### src/hw/isa_swap_pkg.sv
package isa_swap_pkg;

  // Clock and refresh timing
  localparam int unsigned CLK_PERIOD_PS     = 4000;
  localparam int unsigned REFRESH_PERIOD_NS = 15000;
  localparam int unsigned REFRESH_CYCLES    = (REFRESH_PERIOD_NS * 1000) / CLK_PERIOD_PS;
  localparam int unsigned REFRESH_CNT_W     = 12;

  // Address widths and decode
  localparam int unsigned LA_W           = 7;
  localparam int unsigned IO_ADDR_W      = 16;
  localparam int unsigned IO_PLAT_MSB    = 15;
  localparam int unsigned IO_PLAT_LSB    = 8;
  localparam int unsigned IRQ_W          = 16;
  localparam int unsigned BYTE_W         = 8;

  // Platform 16-bit memory map, in 128KB blocks (LA<23..17> values)
  localparam logic [6:0] DRAM_TOP_BLOCK  = 7'h04;
  localparam logic [6:0] ROM_BLOCK_LOW   = 7'h07;
  localparam logic [6:0] ROM_BLOCK_HIGH  = 7'h7f;

  typedef enum logic [5:0] {
    PATH_NONE = 6'h01,
    PATH_LL   = 6'h02,
    PATH_HH   = 6'h04,
    PATH_WORD = 6'h08,
    PATH_H2L  = 6'h10,
    PATH_L2H  = 6'h20
  } path_e;

  typedef enum logic [1:0] {
    ST_IDLE   = 2'h1,
    ST_ACTIVE = 2'h2
  } cyc_state_e;

  typedef struct packed {
    logic       active;
    logic       read;
    logic       io;
    logic       dma;
    logic       refresh;
    logic       sbhe_n;
    logic       a0;
    logic       mcs16_n;
    logic       iocs16_n;
  } cyc_req_s;

  typedef struct packed {
    logic [7:0] lo;
    logic [7:0] hi;
  } data_s;

endpackage

### src/hw/isa_byte_swap_and_sizing.sv
`timescale 1ns/1ns
`default_nettype none

module isa_byte_swap_and_sizing (
  input  wire logic                    clk_sys,
  input  wire logic                    rst_n,
  input  wire isa_swap_pkg::cyc_req_s  req,
  input  wire isa_swap_pkg::data_s     data_in,
  input  wire logic [6:0]              la,
  input  wire logic [15:0]             io_addr,
  input  wire logic [15:0]             irq_line,
  output logic                         mcs16_plat_oe,
  output logic                         io_plat_sel,
  output logic                         io_bus_sel,
  output logic                         refresh_req,
  output logic [15:0]                  irq_event,
  output logic                         cycle_16,
  output logic                         dma_illegal,
  output isa_swap_pkg::path_e          path,
  output isa_swap_pkg::data_s          data_out,
  output logic                         lo_oe,
  output logic                         hi_oe
);

  isa_swap_pkg::cyc_state_e state;
  isa_swap_pkg::cyc_state_e next_state;
  isa_swap_pkg::path_e      next_path;
  isa_swap_pkg::data_s      next_data_out;
  logic                     next_lo_oe;
  logic                     next_hi_oe;
  logic                     next_cycle_16;
  logic                     next_dma_illegal;
  isa_swap_pkg::path_e      start_path;
  logic                     start_16;
  logic                     start_illegal;
  logic                     xcs16;
  logic                     mem16;

  // Path choice made once at command start; a cycle begun as 8-bit stays 8-bit
  always_comb begin
    xcs16         = req.io ? ~req.iocs16_n : ~req.mcs16_n;
    mem16         = ~req.mcs16_n;
    start_path    = isa_swap_pkg::PATH_NONE;
    start_16      = 1'b0;
    start_illegal = 1'b0;
    if (req.refresh) begin
      start_path = isa_swap_pkg::PATH_NONE;
    end else if (req.dma) begin
      if (!req.a0 && req.sbhe_n) begin
        start_path = isa_swap_pkg::PATH_LL;
      end else if (req.a0) begin
        if (mem16) begin
          start_path = req.read ? isa_swap_pkg::PATH_H2L : isa_swap_pkg::PATH_L2H;
        end else begin
          start_path = isa_swap_pkg::PATH_LL;
        end
      end else if (mem16) begin
        start_path = isa_swap_pkg::PATH_WORD;
        start_16   = 1'b1;
      end else begin
        start_illegal = 1'b1;
      end
      // Cycle size for DMA follows SBHE/A0 and mcs16_n only; iocs16_n is not sensed
    end else begin
      unique case ({req.sbhe_n, req.a0})
        2'b10: start_path = isa_swap_pkg::PATH_LL;
        2'b01: begin
          if (xcs16) begin
            start_path = isa_swap_pkg::PATH_HH;
          end else begin
            start_path = req.read ? isa_swap_pkg::PATH_L2H : isa_swap_pkg::PATH_H2L;
          end
        end
        2'b00: begin
          start_path = xcs16 ? isa_swap_pkg::PATH_WORD : isa_swap_pkg::PATH_LL;
          start_16   = xcs16;
        end
        2'b11: start_path = isa_swap_pkg::PATH_NONE;
      endcase
    end
  end

  always_comb begin
    next_state       = state;
    next_path        = path;
    next_cycle_16    = cycle_16;
    next_dma_illegal = dma_illegal;
    unique case (state)
      isa_swap_pkg::ST_IDLE: begin
        if (req.active) begin
          next_state       = isa_swap_pkg::ST_ACTIVE;
          next_path        = start_path;
          next_cycle_16    = start_16;
          next_dma_illegal = start_illegal;
        end
      end
      isa_swap_pkg::ST_ACTIVE: begin
        if (!req.active) begin
          next_state       = isa_swap_pkg::ST_IDLE;
          next_path        = isa_swap_pkg::PATH_NONE;
          next_cycle_16    = 1'b0;
          next_dma_illegal = 1'b0;
        end
      end
      default: begin
        next_state = isa_swap_pkg::ST_IDLE;
        next_path  = isa_swap_pkg::PATH_NONE;
      end
    endcase
  end

  // Only the cross-lane drivers belong to the swapper; straight lanes need no drive
  always_comb begin
    next_data_out = '0;
    next_lo_oe    = 1'b0;
    next_hi_oe    = 1'b0;
    if (req.active && next_state == isa_swap_pkg::ST_ACTIVE) begin
      if (next_path == isa_swap_pkg::PATH_H2L) begin
        next_data_out.lo = data_in.hi;
        next_lo_oe       = 1'b1;
      end else if (next_path == isa_swap_pkg::PATH_L2H) begin
        next_data_out.hi = data_in.lo;
        next_hi_oe       = 1'b1;
      end
    end
  end

  always_ff @(posedge clk_sys or negedge rst_n) begin
    if (!rst_n) begin
      state       <= isa_swap_pkg::ST_IDLE;
      path        <= isa_swap_pkg::PATH_NONE;
      cycle_16    <= 1'b0;
      dma_illegal <= 1'b0;
      data_out    <= '0;
      lo_oe       <= 1'b0;
      hi_oe       <= 1'b0;
    end else begin
      state       <= next_state;
      path        <= next_path;
      cycle_16    <= next_cycle_16;
      dma_illegal <= next_dma_illegal;
      data_out    <= next_data_out;
      lo_oe       <= next_lo_oe;
      hi_oe       <= next_hi_oe;
    end
  end

  // Address decode and refresh timer
  logic [11:0] refresh_cnt;
  logic [11:0] next_refresh_cnt;
  logic        next_refresh_req;
  logic        next_mcs16_plat_oe;
  logic        next_io_plat_sel;
  logic        next_io_bus_sel;
  logic [15:0] irq_prev;
  logic [15:0] next_irq_event;

  always_comb begin
    // LA alone sizes memory, so every 128KB block has one width
    next_mcs16_plat_oe = !req.io && !req.refresh &&
                         ((la < isa_swap_pkg::DRAM_TOP_BLOCK) ||
                          (la >= isa_swap_pkg::ROM_BLOCK_LOW && la <= isa_swap_pkg::ROM_BLOCK_HIGH));
    next_io_plat_sel   = req.active && req.io && !req.dma &&
                         (io_addr[isa_swap_pkg::IO_PLAT_MSB:isa_swap_pkg::IO_PLAT_LSB] == 8'h00);
    next_io_bus_sel    = req.active && req.io && !req.dma &&
                         (io_addr[isa_swap_pkg::IO_PLAT_MSB:isa_swap_pkg::IO_PLAT_LSB] != 8'h00);
    next_refresh_req   = 1'b0;
    next_refresh_cnt   = refresh_cnt + 12'h001;
    if (refresh_cnt == 12'(isa_swap_pkg::REFRESH_CYCLES - 1)) begin
      next_refresh_cnt = '0;
      next_refresh_req = 1'b1;
    end
    next_irq_event = irq_line & ~irq_prev;
  end

  always_ff @(posedge clk_sys or negedge rst_n) begin
    if (!rst_n) begin
      mcs16_plat_oe <= 1'b0;
      io_plat_sel   <= 1'b0;
      io_bus_sel    <= 1'b0;
      refresh_cnt   <= '0;
      refresh_req   <= 1'b0;
      irq_prev      <= 16'hffff;
      irq_event     <= '0;
    end else begin
      mcs16_plat_oe <= next_mcs16_plat_oe;
      io_plat_sel   <= next_io_plat_sel;
      io_bus_sel    <= next_io_bus_sel;
      refresh_cnt   <= next_refresh_cnt;
      refresh_req   <= next_refresh_req;
      irq_prev      <= irq_line;
      irq_event     <= next_irq_event;
    end
  end

  // Checks
  logic [12:0] since_refresh;
  always_ff @(posedge clk_sys or negedge rst_n) begin
    if (!rst_n) begin
      since_refresh <= '0;
    end else begin
      since_refresh <= refresh_req ? 13'h0000 : since_refresh + 13'h0001;
    end
  end

  chk_refresh_period: assert property (@(posedge clk_sys) disable iff (!rst_n)
    since_refresh < 13'(isa_swap_pkg::REFRESH_CYCLES + 1)) else $error("refresh period exceeded");

  chk_refresh_single: assert property (@(posedge clk_sys) disable iff (!rst_n)
    refresh_req |=> !refresh_req) else $error("refresh request longer than one cycle");

  chk_irq_rising: assert property (@(posedge clk_sys) disable iff (!rst_n)
    irq_event != 16'h0000 |-> (irq_event & ~($past(irq_line) & ~$past(irq_line, 2))) == 16'h0000)
    else $error("irq event without rising edge");

  chk_io_platform: assert property (@(posedge clk_sys) disable iff (!rst_n)
    (req.active && req.io && !req.dma && io_addr[15:8] == 8'h00) |=> io_plat_sel && !io_bus_sel)
    else $error("low io address not sent to platform");

  chk_odd_swap_read: assert property (@(posedge clk_sys) disable iff (!rst_n)
    (state == isa_swap_pkg::ST_IDLE && req.active && !req.dma && !req.refresh && !req.sbhe_n && req.a0
     && req.read && !req.io && req.mcs16_n) |=> (path == isa_swap_pkg::PATH_L2H) && hi_oe && !lo_oe)
    else $error("odd byte read to 8-bit resource not swapped");

  chk_odd_no_swap: assert property (@(posedge clk_sys) disable iff (!rst_n)
    (state == isa_swap_pkg::ST_IDLE && req.active && !req.dma && !req.refresh && !req.sbhe_n && req.a0
     && !req.io && !req.mcs16_n) |=> (path == isa_swap_pkg::PATH_HH) && !hi_oe && !lo_oe)
    else $error("odd byte to 16-bit resource swapped");

  chk_size_held: assert property (@(posedge clk_sys) disable iff (!rst_n)
    (state == isa_swap_pkg::ST_ACTIVE && req.active) |=> $stable(cycle_16) && $stable(path))
    else $error("cycle size changed mid cycle");

  chk_dma_swap: assert property (@(posedge clk_sys) disable iff (!rst_n)
    (state == isa_swap_pkg::ST_IDLE && req.active && req.dma && !req.refresh && req.a0 && !req.mcs16_n
     && req.read) |=> lo_oe && (data_out.lo == $past(data_in.hi))) else $error("dma odd read not swapped");

  chk_dma_illegal: assert property (@(posedge clk_sys) disable iff (!rst_n)
    dma_illegal |-> !lo_oe && !hi_oe && !cycle_16) else $error("illegal dma transfer performed");

  chk_oe_idle: assert property (@(posedge clk_sys) disable iff (!rst_n)
    !req.active |=> !lo_oe && !hi_oe) else $error("cross driver on outside command");

  chk_oe_exclusive: assert property (@(posedge clk_sys) disable iff (!rst_n)
    !(lo_oe && hi_oe)) else $error("both cross drivers on");

  cov_word_cycle: cover property (@(posedge clk_sys) disable iff (!rst_n)
    path == isa_swap_pkg::PATH_WORD && cycle_16);
  cov_write_swap: cover property (@(posedge clk_sys) disable iff (!rst_n)
    path == isa_swap_pkg::PATH_H2L && lo_oe);
  cov_dma_bad: cover property (@(posedge clk_sys) disable iff (!rst_n) dma_illegal);
  cov_irq_seen: cover property (@(posedge clk_sys) disable iff (!rst_n) irq_event != 16'h0000);

endmodule

`default_nettype wire

### config.mk
export PLATFORM = sky130hd
export DESIGN_NAME = isa_byte_swap_and_sizing
export DESIGN_NICKNAME = d
export VERILOG_FILES = /design/src/hw/isa_swap_pkg.sv /design/src/hw/isa_byte_swap_and_sizing.sv
export SDC_FILE = /design/constraint.sdc
export NUM_CORES = 1
export LEC_CHECK = 0
export ABC_AREA = 0
export BUFFER_PORTS_ARGS = -buffer_cell sky130_fd_sc_hd__clkbuf_2
export CORE_UTILIZATION = 47
export DETAILED_ROUTE_END_ITERATION = 10
export PLACE_DENSITY = 0.82
export SYNTH_ARGS = -nofsm -noshare
export SYNTH_HDL_FRONTEND = slang
export SYNTH_SLANG_ARGS = --single-unit
### constraint.sdc
create_clock -name clk_sys -period 3.19 [get_ports clk_sys]
set_input_delay 0.319 -clock clk_sys [delete_from_list [all_inputs] [get_ports clk_sys]]
set_output_delay 0.319 -clock clk_sys [all_outputs]
set_load 0.1 [all_outputs]
---- Yosys cells after proc, flatten, opt, wreduce, memory -nomap -nowiden ----
Cells that the tools add are included.
cells by class
  add/subtract/negate cells ............... 1
  magnitude comparators ................... 3
  eq/ne operators ......................... 11
  multiplexer cells ....................... 45
  bitwise gates (word level) .............. 4
  reduce and logical (&&, ||, !) cells .... 19
operators by type and width
  kind                                                        count
  2-to-1 mux 6 bit                                            10
  2-to-1 mux 8 bit                                            3
  one-hot mux 6 bit (4 select lines)                          1
  2-to-1 mux 1 bit                                            21
  AND 16 bit                                                  1
  2-to-1 mux 16 bit                                           1
  inverter 16 bit                                             1
  adder 12 x 1 -> 12 bit, second input constant               1
  == test 12 bit, second input constant                       1
  2-to-1 mux 12 bit                                           1
  one-hot mux 6 bit (2 select lines)                          1
  logical AND 1 bit                                           9
  == test 2 bit, second input constant                        4
  logical NOT 8 bit                                           1
  2-to-1 mux 4 bit                                            2
  nonzero test 8 bit                                          1
  >= comparator 7 x 3 -> 1 bit, second input constant         1
  less-or-equal comparator 7 bit, second input constant       1
  less-than comparator 7 x 3 -> 1 bit, second input constant  1
  == test 6 x 5 -> 1 bit, second input constant               1
  == test 6 bit, second input constant                        1
  == test 2 x 1 -> 1 bit, second input constant               2
  logical NOT 1 bit                                           4
  2-to-1 mux 2 bit                                            2
  other kinds (8)                                             11
storage, ports and cells
  flip-flop bits (word level) ............. 76
  input bits .............................. 66
  output and inout bits ................... 46
  word-level logic and storage cells ...... 98

---- Logic depth before layout (Yosys ltp) ----
  depth after elaboration ................. 12
  gate-level depth with buffers ........... 9
  gate-level depth less buffers ........... 6

---- Worst setup path after synthesis ----
Ideal clock, no wire load.
  kind .................................... flip-flop to flip-flop
  start point ............................. reg state[0]
  end point ............................... reg data_out[10] (netlist bit)
  library setup time ...................... 0.101 ns
  data arrival time ....................... 2.107 ns
  required time ........................... 3.089 ns
  setup slack ............................. 0.982 ns
  stages on the path, launching flop included .. 9
  cells stage by stage .................... dfstp_2 > inv_1 > ha_1 > clkbuf_1 > a211o_1 > nor4_1 > nor3_2 > buf_2 > nor4_1
RTL lines
  item                      RTL line                         RTL
  start: declaration        isa_byte_swap_and_sizing.sv:25   isa_swap_pkg::cyc_state_e state;
  start signal: assignment  isa_byte_swap_and_sizing.sv:130  state <= isa_swap_pkg::ST_IDLE;
  start signal: assignment  isa_byte_swap_and_sizing.sv:138  state <= next_state;
  end signal: assignment    isa_byte_swap_and_sizing.sv:142  data_out <= next_data_out;
  end: declaration          isa_byte_swap_and_sizing.sv:20   output isa_swap_pkg::data_s data_out,

==> flow_metrics.env <==
export IMPL_avgSynthCellArea_um2=11.96
export IMPL_nets=430
export IMPL_cts_setup_buffers=0
export IMPL_io_buffers=103
export IMPL_vias=2335
export IMPL_grt_pass1_vias=2229
export IMPL_n_antenna_cell=0
export IMPL_gp_congestion=0.8205
export IMPL_ant_nets=0
export IMPL_finalCritPeriodShare_pct=77.24
export IMPL_critical_path_class="reg -> reg"
export IMPL_rsz0062_at_grt="no"
export IMPL_cts_tree="built"
export IMPL_final_cell_mix="102 x clkbuf_2, 58 x dfrtp_1, 22 x nor4_1, 18 x dfstp_2"
export IMPL_synthesis_nets=326
export IMPL_ys_ff_latch=76
export IMPL_yosysWarnings=0
export IMPL_hold_path_class="in -> reg"
export IMPL_yosysTopAreaCellShare_pct=47.39
export IMPL_first_pass_iters=4
export IMPL_critPathCaptureType="register"
export IMPL_cts_sinks=76
export IMPL_cts_hold_buf=0
export IMPL_die_x_um=82.73
export IMPL_grt_ovfl_total=0
export IMPL_setup_violations=0
export IMPL_cts_buffers=9
export IMPL_final_max_slew_viol_count=0
export IMPL_drt_total_wl_mm=6.049
export IMPL_synth_area_mm2=0.003063
export IMPL_status="finished, final reports clean"
export IMPL_die_h_um=82.73
export IMPL_wire_per_inst_um=13.69
export IMPL_ir_worst_vdd_uv=448.4
export IMPL_grt_max_degree=77
export IMPL_htree_levels=3
export IMPL_worst_pin_slew_ns=1.166
export IMPL_cp_arrival_ns=2.63
export IMPL_dr_first_iter_drc_count=55
export IMPL_clockBufferDepth=2
export IMPL_finalSetupTns_ns=0
export IMPL_grt_use_total_pct=19.11
export IMPL_worst_ep_required_time_ns=3.36
export IMPL_grt_pass1_wl_mm=9.749
export IMPL_setup_slack_ns=0.7259
export IMPL_drc=0
export IMPL_synth_cells=256
export IMPL_powerDensity_mw_per_mm2=668.7
export IMPL_ioPinCount=112
export IMPL_core_area_mm2=0.006314
export IMPL_cts_resized=0
export IMPL_max_freq_mhz=405.8
export IMPL_dp_slack_ns=0.7333
export IMPL_leakage_nw=1.831
export IMPL_floorplan_rows=29
export IMPL_startpoint_type="register"
export IMPL_crit_fanout=19
export IMPL_skew_ns=0.008675
export IMPL_max_slew_margin_rel_pct=21.83
export IMPL_final_common_cell="clkbuf_2"
export IMPL_dpl_hpwl_mm=4.341
export IMPL_seq_area_frac_synth_pct=62.83
export IMPL_synth_area_leaders="dfrtp_1 47%, dfstp_2 15%, nor4_1 4.5%, nor2b_1 3.5%, nand3_1 2.8%"
export IMPL_yosysUniqueCellTypes=48
export IMPL_antenna_found_initial=0
export IMPL_area_delta_synth_final_pct=25.00
export IMPL_period_needed_ns=2.464
export IMPL_routed_via_density=5.283
export IMPL_die_area_mm2=0.006843
export IMPL_initial_core_util_pct=48.51
export IMPL_clkLatencyLatePin_ns=0.34
export IMPL_max_cap_violations=0
export IMPL_path_clk_slew_ns=0.08
export IMPL_cts_root_buf="clkbuf_8"
export IMPL_drive_gt1_share_pct=39.73
export IMPL_hold_viol=0
export IMPL_synth_top_area_cell="dfrtp_1"
## cell type report
type,count,area (µm²)
tap,77,96.34
timing repair buffer,104,525.5
inverter,8,30.03
multi-input combinational,161,1042
sequential,76,1924
clock inverter,5,78.83
fill,518,2485
clock buffer,11,131.4
## state kept, by name, summed over array words and instances, names as in the netlist, 2 cells and up
| register | flops |
|---|---|
| data_out | 16 |
| irq_event | 16 |
| irq_prev | 16 |
| path | 6 |
| refresh_cnt | 12 |
| state | 2 |
## power breakdown
group | leakage (nW) | switching [mW] | internal (mW)
clock network | 0.107 | 0.337 | 0.440
registers | 0.964 | 0.0338 | 1.04
logic | 0.760 | 0.549 | 0.164
total | 1.83 | 0.919 | 1.64
## through the flow
| step | cells | util, % | instance area (µm²) | hold slack, ns | total power [mW] |
|---|---|---|---|---|---|
| detailed placement | 426 | 57.31 | 3618 | 0.4173 | 1.802 |
| global placement | 426 | 57.31 | 3618 | 0.4171 | 1.781 |
| CTS | 442 | 60.64 | 3829 | 0.03997 | 2.588 |
| finish | 442 | 60.64 | 3829 | 0.05960 | 2.560 |
| global route | 442 | 60.64 | 3829 | 0.04057 | 2.686 |
| floorplan | 256 | - | 3063 | 0.02341 | 1.639 |
## metal layers
metal	wire length [µm]	global-route usage (%)	up-vias
li1	-	-	1137
met1	2505	22.65	1120
met2	3123	31.89	73
met3	368	6.593	5
met4	51	7.241	0
met5	0	0	-
## worst max-delay path, stage by stage, from the launching register on
cell	delay, ns
dfstp_2	0.56
inv_1	0.05
ha_1	0.47
nor4_1	0.11
nor3_2	0.95
nor4_1	0.15
## synth_stat cells, drive strengths merged
cell type and number:
o21a 1, nand2b 3, nand3b 3, inv 8
a21oi 7, nor4b 1, o311ai 1, or4 2
o2bb2ai 1, a22o 1, nor3 4, nor2b 17
nor3b 1, nand2 9, a22oi 3, o31a 1
clkbuf 2, nand3 17, mux2i 1, nand4bb 1
a311oi 1, or3 2, a32oi 1, nand4 1
xnor2 4, a2bb2oi 1, nand4b 3, and4bb 1
dfrtp 58, nor4 24, o21ai 17, ha 4
and3b 2, or3b 1, mux2 2, a211oi 4
dfstp 18, xor2 2, a211o 1, nor2 15
buf 9, a21o 1
## cells by family (layout without fill, tap and decap cells)
kind of cell / after synthesis / after routing / synth area share (%)
AND/OR/NAND/NOR: 107 / 107 / 21.08
flip-flops: 76 / 76 / 62.83
AO/OA/AOI/OAI: 41 / 41 / 8.538
multiplexers: 3 / 3 / 1.062
adder cells (fa/ha/maj): 4 / 4 / 1.634
XOR/XNOR: 6 / 6 / 1.716
buffers and inverters: 19 / 128 / 3.145
## worst paths after layout
kind,start,endpoint,slack (ns),cells past startpoint
max,state[0],data_out[2],0.73,5
min,irq_line[14],irq_prev[14],0.06,1
max reg2reg,state[0],data_out[2],0.73,5
min reg2reg,irq_prev[8],irq_event[8],0.48,1
max in group asynchronous,rst_n,irq_event[14],2.50,1
min in group asynchronous,rst_n,refresh_cnt[7],0.11,1
Note: power is estimated with default switching activity, not from simulation.
